### src/design/power_mode_manager_defs.svh
`ifndef POWER_MODE_MANAGER_DEFS_SVH
`define POWER_MODE_MANAGER_DEFS_SVH
// register byte offsets
`define OFS_CMD        12'h000
`define OFS_STATUS     12'h004
`define OFS_RETRY      12'h008
`define OFS_GPIO_CFG   12'h00c
`define OFS_GPIO_SAVED 12'h010
`define OFS_CARD       12'h014
// command bit positions
`define CMD_POWER_DOWN 0
`define CMD_ACTIVATE   1
`define CMD_TARGET     2
`define CMD_ABORT      3
`define CMD_STANDBY    4
`define CMD_WAKE       5
// reset values; card mode resets to CARD_HOLD, CARD_RESET is unused
`define RETRY_RESET    8'h03
`define GPIO_CFG_RESET 32'h55555555
`define CARD_RESET     2'h2
// pin and card encodings
`define GPIO_INPUT     2'h0
`define CARD_HOLD      2'h0
// timing
`define WAKE_DELAY_US  500
`define CLK_FREQ_MHZ   25
`endif

### src/design/power_mode_manager_pkg.sv
package power_mode_manager_pkg;
    typedef enum logic [2:0] {cpu_hard_pd, cpu_normal, cpu_saving, cpu_pd, cpu_waking} cpu_mode_t;
    typedef enum logic [2:0] {fe_hard_pd, front_end_active_field_off, front_end_active_field_on,
                              front_end_detector_only, front_end_deepest_off} fe_mode_t;
    typedef enum logic [1:0] {op_standby, op_initiator, op_target} op_mode_t;
    typedef struct packed {
        logic       rst_pd;
        logic       hub_disabled;
        logic       host_suspend;
        logic       target_found;
        logic       target_released;
        logic       attempt_failed;
        logic       wake_event;
        logic [7:0] port_three;
        logic [7:0] port_seven;
    } pins_t;
    typedef struct packed {
        logic cse_reset_n;
        logic afe_reset_n;
        logic cse_en;
        logic afe_en;
        logic det_en;
        logic field_on;
    } fe_ctrl_t;
    typedef struct packed {
        pins_t      s1;
        pins_t      s2;
        logic       prev_fail;
        cpu_mode_t  cpu;
        fe_mode_t   fe;
        op_mode_t   op;
        logic       suspended;
        logic       act_busy;
        logic       act_req;
        logic [7:0] retry_cfg;
        logic [7:0] retry_left;
        logic [31:0] gpio_cfg;
        logic [31:0] gpio_saved;
        logic [31:0] gpio_mode;
        logic [15:0] low_mask;
        logic [15:0] wake_cnt;
        logic [1:0] card;
        logic       cpu_reset_n;
        logic       osc_en;
        fe_ctrl_t   ctl;
        logic       pready;
        logic       pslverr;
        logic [31:0] prdata;
    } state_t;
endpackage

### src/design/power_mode_manager.sv
`timescale 1ns/1ns
`include "power_mode_manager_defs.svh"
// Overview of operation
// - hard power down only from pin, holds resets
// - cpu power down stops oscillator, 500us wake
// - active modes: engine runs, field off/on
// - detector-only: engine down, detector on, no field
// - deepest mode: everything off, detector disabled
// - card reader: reset, shutdown or normal
// - standby after reset until commanded otherwise
// - after reset cpu normal, front end deepest
// - auto moves by internal event or command
// - suspend on host suspend or hub disable while cpu normal
// - initiator when target activated, initiator commands
// - target operation for target configuration, commands
// - record configuration of externally low pins
// - switch low pins to input before power down
// - restore recorded configuration on wake
// - repeat activation request on each failed attempt until target found or retries run out
// - abort of activation switches field off
// - exhausted retries switch field off
module power_mode_manager #(
    parameter int WAKE_CYCLES = `WAKE_DELAY_US * `CLK_FREQ_MHZ
) (
    input  wire logic        pclk,
    input  wire logic        presetn,
    input  wire logic        psel,
    input  wire logic        penable,
    input  wire logic        pwrite,
    input  wire logic [11:0] paddr,
    input  wire logic [31:0] pwdata,
    output logic      [31:0] prdata,
    output logic             pready,
    output logic             pslverr,
    input  wire logic        reset_powerdown_pin,
    input  wire logic        hub_port_disabled,
    input  wire logic        host_suspend,
    input  wire logic        target_found,
    input  wire logic        target_released,
    input  wire logic        attempt_failed,
    input  wire logic        wake_event,
    input  wire logic [7:0]  port_three,
    input  wire logic [7:0]  port_seven,
    output logic             cpu_reset_n,
    output logic             osc_enable,
    output logic             cse_reset_n,
    output logic             afe_reset_n,
    output logic             cse_enable,
    output logic             afe_enable,
    output logic             rf_detector_enable,
    output logic             rf_field_on,
    output logic             activation_request,
    output logic             suspended,
    output logic      [1:0]  card_mode,
    output logic      [31:0] gpio_mode
);
    power_mode_manager_pkg::state_t st;
    power_mode_manager_pkg::state_t next_st;
    power_mode_manager_pkg::pins_t  pins_in;
    logic [5:0]  cmd;
    logic        acc;
    logic        commit;
    logic        fail_edge;
    logic [15:0] low_pins;

    function automatic logic mapped(input logic [11:0] a);
        if (a == `OFS_CMD) return 1'b1;
        else if (a == `OFS_STATUS) return 1'b1;
        else if (a == `OFS_RETRY) return 1'b1;
        else if (a == `OFS_GPIO_CFG) return 1'b1;
        else if (a == `OFS_GPIO_SAVED) return 1'b1;
        else if (a == `OFS_CARD) return 1'b1;
        else return 1'b0;
    endfunction

    function automatic power_mode_manager_pkg::fe_ctrl_t fe_ctrl(input power_mode_manager_pkg::fe_mode_t m);
        power_mode_manager_pkg::fe_ctrl_t c;
        c = '0;
        case (m)
            power_mode_manager_pkg::front_end_active_field_off: c = 6'b111100;
            power_mode_manager_pkg::front_end_active_field_on:  c = 6'b111101;
            power_mode_manager_pkg::front_end_detector_only:    c = 6'b110010;
            power_mode_manager_pkg::front_end_deepest_off:      c = 6'b110000;
            default:                                            c = 6'b000000;
        endcase
        return c;
    endfunction

    function automatic logic [31:0] widen(input logic [15:0] m);
        logic [31:0] w;
        w = '0;
        for (int i = 0; i < 16; i++)
        begin
            w[2*i] = m[i];
            w[2*i+1] = m[i];
        end
        return w;
    endfunction

    assign pins_in = '{reset_powerdown_pin, hub_port_disabled, host_suspend, target_found,
                       target_released, attempt_failed, wake_event, port_three, port_seven};
    assign low_pins = ~{st.s2.port_seven, st.s2.port_three};
    assign fail_edge = st.s2.attempt_failed & ~st.prev_fail;
    assign acc = psel & penable & ~st.pready;
    assign commit = psel & penable & st.pready & pwrite;
    assign cmd = (commit && paddr == `OFS_CMD) ? pwdata[5:0] : 6'h00;

    always_comb
    begin
        next_st = st;
        next_st.s1 = pins_in;
        next_st.s2 = st.s1;
        next_st.prev_fail = st.s2.attempt_failed;
        next_st.act_req = 1'b0;
        next_st.pready = 1'b0;
        next_st.pslverr = 1'b0;
        // bus access, one wait state
        if (acc)
        begin
            next_st.pready = 1'b1;
            next_st.pslverr = ~mapped(paddr);
            if (pwrite || !mapped(paddr))
                next_st.prdata = 32'h00000000;
            else if (paddr == `OFS_STATUS)
                next_st.prdata = {17'h00000, st.act_busy, st.ctl.field_on, st.suspended,
                                  2'(st.op), 3'(st.fe), 3'(st.cpu), st.card, st.osc_en, st.cpu_reset_n};
            else if (paddr == `OFS_RETRY)
                next_st.prdata = {24'h000000, st.retry_cfg};
            else if (paddr == `OFS_GPIO_CFG)
                next_st.prdata = st.gpio_cfg;
            else if (paddr == `OFS_GPIO_SAVED)
                next_st.prdata = st.gpio_saved;
            else if (paddr == `OFS_CARD)
                next_st.prdata = {30'h00000000, st.card};
            else
                next_st.prdata = 32'h00000000;
        end
        if (commit && paddr == `OFS_RETRY)
            next_st.retry_cfg = pwdata[7:0];
        if (commit && paddr == `OFS_CARD && pwdata[1:0] != 2'h3)
            next_st.card = pwdata[1:0];
        if (commit && paddr == `OFS_GPIO_CFG && st.cpu == power_mode_manager_pkg::cpu_normal)
        begin
            next_st.gpio_cfg = pwdata;
            next_st.gpio_mode = pwdata;
        end
        case (st.cpu)
            power_mode_manager_pkg::cpu_hard_pd:
            begin
                if (st.s2.rst_pd)
                begin
                    next_st.cpu = power_mode_manager_pkg::cpu_normal;
                    next_st.op = power_mode_manager_pkg::op_standby;
                end
            end
            power_mode_manager_pkg::cpu_normal:
            begin
                next_st.suspended = st.s2.hub_disabled | st.s2.host_suspend;
                if (next_st.suspended)
                    next_st.act_busy = 1'b0;
                else if (st.act_busy)
                begin
                    if (st.s2.target_found)
                        next_st.act_busy = 1'b0;
                    else if (cmd[`CMD_ABORT])
                    begin
                        next_st.act_busy = 1'b0;
                        next_st.op = power_mode_manager_pkg::op_standby;
                    end
                    else if (fail_edge)
                    begin
                        if (st.retry_left <= 8'h01)
                        begin
                            next_st.act_busy = 1'b0;
                            next_st.op = power_mode_manager_pkg::op_standby;
                        end
                        else
                        begin
                            next_st.retry_left = st.retry_left - 8'h01;
                            next_st.act_req = 1'b1;
                        end
                    end
                end
                else if (cmd[`CMD_ACTIVATE])
                begin
                    next_st.op = power_mode_manager_pkg::op_initiator;
                    next_st.act_busy = 1'b1;
                    next_st.act_req = 1'b1;
                    next_st.retry_left = st.retry_cfg;
                end
                else if (cmd[`CMD_TARGET])
                    next_st.op = power_mode_manager_pkg::op_target;
                else if (cmd[`CMD_STANDBY] || st.s2.target_released)
                    next_st.op = power_mode_manager_pkg::op_standby;
                else if (cmd[`CMD_POWER_DOWN])
                    next_st.cpu = power_mode_manager_pkg::cpu_saving;
            end
            power_mode_manager_pkg::cpu_saving:
            begin
                next_st.low_mask = low_pins;
                next_st.gpio_saved = st.gpio_cfg;
                next_st.gpio_mode = (st.gpio_mode & ~widen(low_pins)) | 32'h00000000;
                next_st.cpu = power_mode_manager_pkg::cpu_pd;
            end
            power_mode_manager_pkg::cpu_pd:
            begin
                if (st.s2.wake_event || cmd[`CMD_WAKE])
                begin
                    next_st.cpu = power_mode_manager_pkg::cpu_waking;
                    next_st.wake_cnt = 16'h0000;
                end
            end
            power_mode_manager_pkg::cpu_waking:
            begin
                if (st.wake_cnt >= 16'(WAKE_CYCLES - 1))
                begin
                    next_st.cpu = power_mode_manager_pkg::cpu_normal;
                    next_st.gpio_mode = st.gpio_saved;
                    next_st.low_mask = 16'h0000;
                end
                else
                    next_st.wake_cnt = st.wake_cnt + 16'h0001;
            end
            default:
                next_st.cpu = power_mode_manager_pkg::cpu_hard_pd;
        endcase
        if (!st.s2.rst_pd)
        begin
            next_st.cpu = power_mode_manager_pkg::cpu_hard_pd;
            next_st.op = power_mode_manager_pkg::op_standby;
            next_st.act_busy = 1'b0;
            next_st.suspended = 1'b0;
            next_st.card = `CARD_HOLD;
        end
        if (next_st.cpu == power_mode_manager_pkg::cpu_hard_pd)
            next_st.fe = power_mode_manager_pkg::fe_hard_pd;
        else if (next_st.suspended)
            next_st.fe = power_mode_manager_pkg::front_end_deepest_off;
        else if (next_st.cpu != power_mode_manager_pkg::cpu_normal)
            next_st.fe = (next_st.op == power_mode_manager_pkg::op_target) ?
                         power_mode_manager_pkg::front_end_detector_only :
                         power_mode_manager_pkg::front_end_deepest_off;
        else if (next_st.op == power_mode_manager_pkg::op_initiator)
            next_st.fe = power_mode_manager_pkg::front_end_active_field_on;
        else if (next_st.op == power_mode_manager_pkg::op_target)
            next_st.fe = power_mode_manager_pkg::front_end_active_field_off;
        else
            next_st.fe = power_mode_manager_pkg::front_end_deepest_off;
        next_st.ctl = fe_ctrl(next_st.fe);
        next_st.cpu_reset_n = (next_st.cpu != power_mode_manager_pkg::cpu_hard_pd);
        next_st.osc_en = (next_st.cpu != power_mode_manager_pkg::cpu_pd) &&
                         (next_st.cpu != power_mode_manager_pkg::cpu_hard_pd);
    end

    always_ff @(posedge pclk or negedge presetn)
    begin
        if (!presetn)
        begin
            st <= '0;
            st.cpu <= power_mode_manager_pkg::cpu_hard_pd;
            st.fe <= power_mode_manager_pkg::fe_hard_pd;
            st.op <= power_mode_manager_pkg::op_standby;
            st.retry_cfg <= `RETRY_RESET;
            st.gpio_cfg <= `GPIO_CFG_RESET;
            st.gpio_saved <= `GPIO_CFG_RESET;
            st.gpio_mode <= `GPIO_CFG_RESET;
            st.card <= `CARD_HOLD;
        end
        else
            st <= next_st;
    end

    assign prdata = st.prdata;
    assign pready = st.pready;
    assign pslverr = st.pslverr;
    assign cpu_reset_n = st.cpu_reset_n;
    assign osc_enable = st.osc_en;
    assign cse_reset_n = st.ctl.cse_reset_n;
    assign afe_reset_n = st.ctl.afe_reset_n;
    assign cse_enable = st.ctl.cse_en;
    assign afe_enable = st.ctl.afe_en;
    assign rf_detector_enable = st.ctl.det_en;
    assign rf_field_on = st.ctl.field_on;
    assign activation_request = st.act_req;
    assign suspended = st.suspended;
    assign card_mode = st.card;
    assign gpio_mode = st.gpio_mode;
endmodule

### config.mk
export PLATFORM = sky130hd
export DESIGN_NAME = power_mode_manager
export DESIGN_NICKNAME = d
export VERILOG_FILES = /design/src/design/power_mode_manager_pkg.sv /design/src/design/power_mode_manager.sv
export VERILOG_INCLUDE_DIRS = /design/src /design/src/design
export SDC_FILE = /design/constraint.sdc
export NUM_CORES = 1
export LEC_CHECK = 0
export BUFFER_PORTS_ARGS = -buffer_cell sky130_fd_sc_hd__clkbuf_2
export CAP_MARGIN = 20
export CORE_MARGIN = 1
export CORE_UTILIZATION = 57
export CTS_CLUSTER_DIAMETER = 40
export CTS_CLUSTER_SIZE = 24
export DETAILED_ROUTE_END_ITERATION = 8
export PLACE_DENSITY_LB_ADDON = 0.2
export RECOVER_POWER = 50
export SLEW_MARGIN = 20
export SYNTH_ARGS = -nofsm -noshare
export SYNTH_HDL_FRONTEND = slang
export SYNTH_SLANG_ARGS = --single-unit
### constraint.sdc
create_clock -name pclk -period 3.6 [get_ports pclk]
set_clock_uncertainty 0.1 [all_clocks]
set_input_delay 0.54 -clock pclk [delete_from_list [all_inputs] [get_ports pclk]]
set_output_delay 0.54 -clock pclk [all_outputs]
set_load 0.05 [all_outputs]
== After elaboration in Yosys (flattened, before gate mapping) ==
Cells that the tools add are included.
Storage, ports and cells
  input bits: 72
  word-level logic and storage cells: 173
  flip-flop bits (word level): 230
  bits in read-only memories: 0
  output and inout bits: 78
  latch bits: 0
  bits in writable memories: 0
  memories: 0
Cells by class
  $add $sub $neg: 2
  $mul: 0
  div/mod/pow operators: 0
  reduce and logical (&&, ||, !) cells: 19
  bitwise operators: 13
  eq/ne operators: 26
  multiplexer cells: 68
  order comparisons: 2
  shift operators: 0
Operators by type and width (number)
  32-bit 2-to-1 mux: 6
  48-bit one-hot mux with 2 select lines: 1
  3-bit 2-to-1 mux: 16
  48-bit 2-to-1 mux: 1
  8-bit 2-to-1 mux: 6
  34-bit 2-to-1 mux: 1
  32-bit AND: 1
  16-bit 2-to-1 mux: 2
  32-bit NOT: 1
  16-bit one-hot mux with 2 select lines: 1
  2-bit 2-to-1 mux: 15
  12-bit by 4-bit == test with 1-bit output (second input constant): 2
  12-bit by 5-bit == test with 1-bit output (second input constant): 2
  6-bit one-hot mux with 4 select lines: 1
  16-bit by 1-bit adder with 16-bit output (second input constant): 1
  16-bit by 14-bit greater-or-equal comparator with 1-bit output (second input constant): 1
  16-bit NOT: 1
  3-bit one-hot mux with 5 select lines: 1
  1-bit 2-to-1 mux: 14
  12-bit by 3-bit == test with 1-bit output (second input constant): 1
  3-bit by 2-bit == test with 1-bit output (second input constant): 4
  12-bit logical NOT: 1
  2-bit != test (second input constant): 6
  8-bit by 1-bit <= comparator with 1-bit output (second input constant): 1
  22 further kinds: 43

== Logic depth before layout (Yosys ltp) ==
  word-level depth: 21
  depth in mapped cells: 15
  gate-level depth less buffers: 15

== Least setup slack after synthesis ==
Ideal clock, no wire load.
  path type: flip-flop to flip-flop
  from: reg st, in the netlist pready
  to: reg st, in the netlist afe_enable
  stages on the path, launching flop included: 12
  required time: 3.395 ns
  period minus slack after synthesis: 3.210 ns
  library setup time: 0.105 ns
  setup slack: 0.390 ns
  data arrival time: 3.004 ns
  path buffers: 0
  cell sequence: dfrtp_1 > nand4_4 > nor4_2 > a31oi_1 > o21ai_1 > nand2_1 > a311o_1 > and2_1 > ha_1 > a211oi_1 > mux2i_1 > nor4b_1
RTL lines
  start, declared: line power_mode_manager.sv:57  | power_mode_manager_pkg::state_t st;
  start signal, assigned: line power_mode_manager.sv:270  | st <= next_st;

==> impl_metrics.py <==
metrics = {
    "timing": {
        "period_minus_slack_ns": 3.37,
        "finalMaxSlewViolations": 134,
        "rsz0062_at_grt": "false",
        "final-setup-viol-count": 0,
        "tns_ns": 0,
        "fin_crit_sh_pct": 93.7,
        "whs_ns": 0.0134,
        "worst_pin_slew_ns": 2.34,
        "worst_slack_ns": 0.228,
        "max_freq_ghz": 0.297,
        "hold_violations": 0,
        "max_slew_margin_pct": -56.3,
    },
    "clock_network": {
        "clockRootBuffer": "clkbuf_16",
        "h-tree-depth": 1,
        "numClockSinks": 228,
        "cts_setup_buffers": 0,
        "clock_path_buffers": 3,
        "clkLatencyLatePin_ns": 0.54,
        "cts_tree": "built",
        "numCtsBuffers": 30,
        "clkTransAtPathRegs_ns": 0.06,
    },
    "grt": {
        "grt_pass1_wl_mm": 39.0,
        "grt_usage_pct": 27.7,
        "grt_start_max_net_pins": 99,
        "first_global_vias": 7480,
        "grt_overflow": 0,
        "antenna_found_initial": 0,
    },
    "placement": {
        "portBuffers": 149,
        "dp_cells": 1121,
        "dp_slack_ns": 0.120,
        "finalWeightedCongestion": 0.903,
        "dpl.hpwl_mm": 15.7,
    },
    "critical_path": {
        "arrival_ns": 3.69,
        "worstSetupStartpointType": "register",
        "crit_type": "register to register",
        "crit_fanout": 6,
        "cp.required_ns": 3.91,
        "end_kind": "register",
    },
    "die": {
        "die_h_microns": 134,
        "ios": 150,
        "die_area_sq_um": 18000,
        "row_count": 47,
        "core-area_sq_um": 16800,
        "fp.dieW_microns": 134,
        "start_util_pct": 59.2,
    },
    "routing": {
        "num_vias": 7256,
        "drt_iter0_markers": 576,
        "viasPerCell": 6.08,
        "finalWirelength_mm": 24.3,
        "final_antenna_net_count": 0,
        "drc": 0,
        "dr.pass1.iters": 6,
        "wl_per_cell_microns": 20.3,
    },
    "yosys": {
        "netlist.area_leader.share_pct": 44.7,
        "async_flop_share_pct": 100,
        "postSynthAreaPerCell_sq_um": 11.8,
        "yosys.area.top_type": "dfrtp_1",
        "synth_nets": 921,
        "synth_top_flop_cell": "dfrtp_1",
        "synth_edf_count": 0,
        "seq_area_frac_synth_pct": 57.9,
        "synth_area_sq_um": 9960,
        "synthTopCellsByArea": "dfrtp_1 (45%), dfstp_2 (13%), buf_4 (5.2%)",
        "yosys_warnings": 0,
        "synthesis.instances": 844,
        "ys_seq_elements": 228,
        "synth_cell_type_count": 68,
    },
    "cells_and_area": {
        "layoutNonFillerInstCount": 1194,
        "drive_gt1_share_pct": 34.0,
        "layout_commonest_cell": "dfrtp_1",
        "syn_to_final_growth_pct": 17.0,
        "nets": 1027,
        "diodes": 0,
        "final_cell_mix": "dfrtp_1 (178), clkbuf_2 (148), nand2_1 (61), dfstp_2 (50), a21o_1 (46)",
        "final_util_pct": 69.3,
    },
    "pwr": {
        "p_leak_nw": 5.67,
        "power_density_nw_per_um2": 499,
        "ir_worst_vdd_mv": 0.426,
    },
    "hold_path": {
        "min_path_type": "primary input to register",
    },
    "run_status": {
        "violations": "max-capacitance violations, max-slew violations",
        "status": "finished, violations left",
    },
    "job": {
        "cap_violations": 2,
    },
}
## cells in the mapped netlist, types with 3 or more instances
master	count
nor2b_1	6
a21o_1	46
a211oi_1	3
or3_1	5
buf_2	8
a22oi_1	18
o21ai_1	9
nand4_1	5
dfstp_2	50
mux2i_1	4
inv_1	12
a31oi_1	3
o211ai_1	3
a221o_1	30
ha_1	5
nand2_1	61
o22ai_1	6
and3_1	5
xor2_1	8
buf_4	69
nor4_1	7
nor3_1	9
dfrtp_1	178
nand3b_1	4
or4_1	3
nand2b_1	3
nor2_1	37
o21ai_0	42
a222oi_1	8
a22o_1	6
nand3_1	12
and2_1	35
clkbuf_1	32
a21oi_1	20
mux2_2	41
a221oi_1	9
## final timing paths
check                           cells after the start             to  slack [ns]           from
worst min-delay path                                1   next_st[214]        0.01  port_three[6]
worst max-delay path                               11     afe_enable        0.23        st[174]
worst max register to register                     11     afe_enable        0.23        st[174]
max in group asynchronous                           3        st[222]        0.58        presetn
worst min register to register                      0        st[207]        0.24   next_st[207]
min in group asynchronous                           2  gpio_mode[17]        1.15        presetn
## timing repair
action / 4_1_cts / 5_1_grt
endpoints found under the hold margin: 93 / 1
gates resized for setup: 0 / 2
hold buffers: 16 / 1
setup endpoints to repair: 0 / 1
## cell type report
class,instances,area (sq um)
tap,220,275
inverter,12,45.0
sequential,228,5770
timing repair buffer,184,1040
clock buffer,34,797
fill,1251,5170
multi-input combinational,494,3490
clock inverter,22,236
## routing by layer
layer  vias to the layer above  global-route usage [%]  part of all wire (%)
li1                       3220                       -                     -
met2                       297                    45.7                    49
met4                         0                    10.9                   3.3
met5                         -                       0                     0
met1                      3677                    37.0                    41
met3                        62                    4.23                   6.3
## state kept, by name, summed over array words and instances (netlist names), 2 cells and up
| name | count |
|---|---|
| st | 128 |
| gpio_mode | 32 |
| prdata | 32 |
| next_st | 24 |
| card_mode | 2 |
## report_power, final
part	switching (mW)	internal, mW	leakage, nW
Clock	1.18	1.84	0.498
Sequential	0.0199	2.60	2.87
Combinational	0.121	0.0561	2.30
## kinds of logic after synthesis
group                    after synthesis  share of synthesized area [%]
AND/OR/NAND/NOR                      211                           11.7
adder cells (fa/ha/maj)                5                          0.628
buffers and inverters                122                           7.30
multiplexers                          45                           5.04
XOR/XNOR                              10                          0.879
AO/OA/AOI/OAI                        223                           16.6
flip-flops                           228                           57.9
## critical path, cell delays in order (launching register included)
cell and delay, ns:
dfrtp_1 0.43, or4_1 0.57, nor4_1 0.25, a31oi_1 0.11
o21ai_1 0.17, nand2_1 0.09, a311o_1 0.37, and2_1 0.17
ha_1 0.25, a211oi_2 0.28, mux2i_1 0.13, nor4b_2 0.33
## stage by stage
step           power (mW)  cell area (sq um)
2_1_floorplan        2.71               9960
3_3_place_gp         2.82              10500
3_5_place_dp         2.83              10500
4_1_cts              5.86              11700
5_1_grt              5.99              11700
6_report             5.81              11700
(Power assumes the default switching activity.)
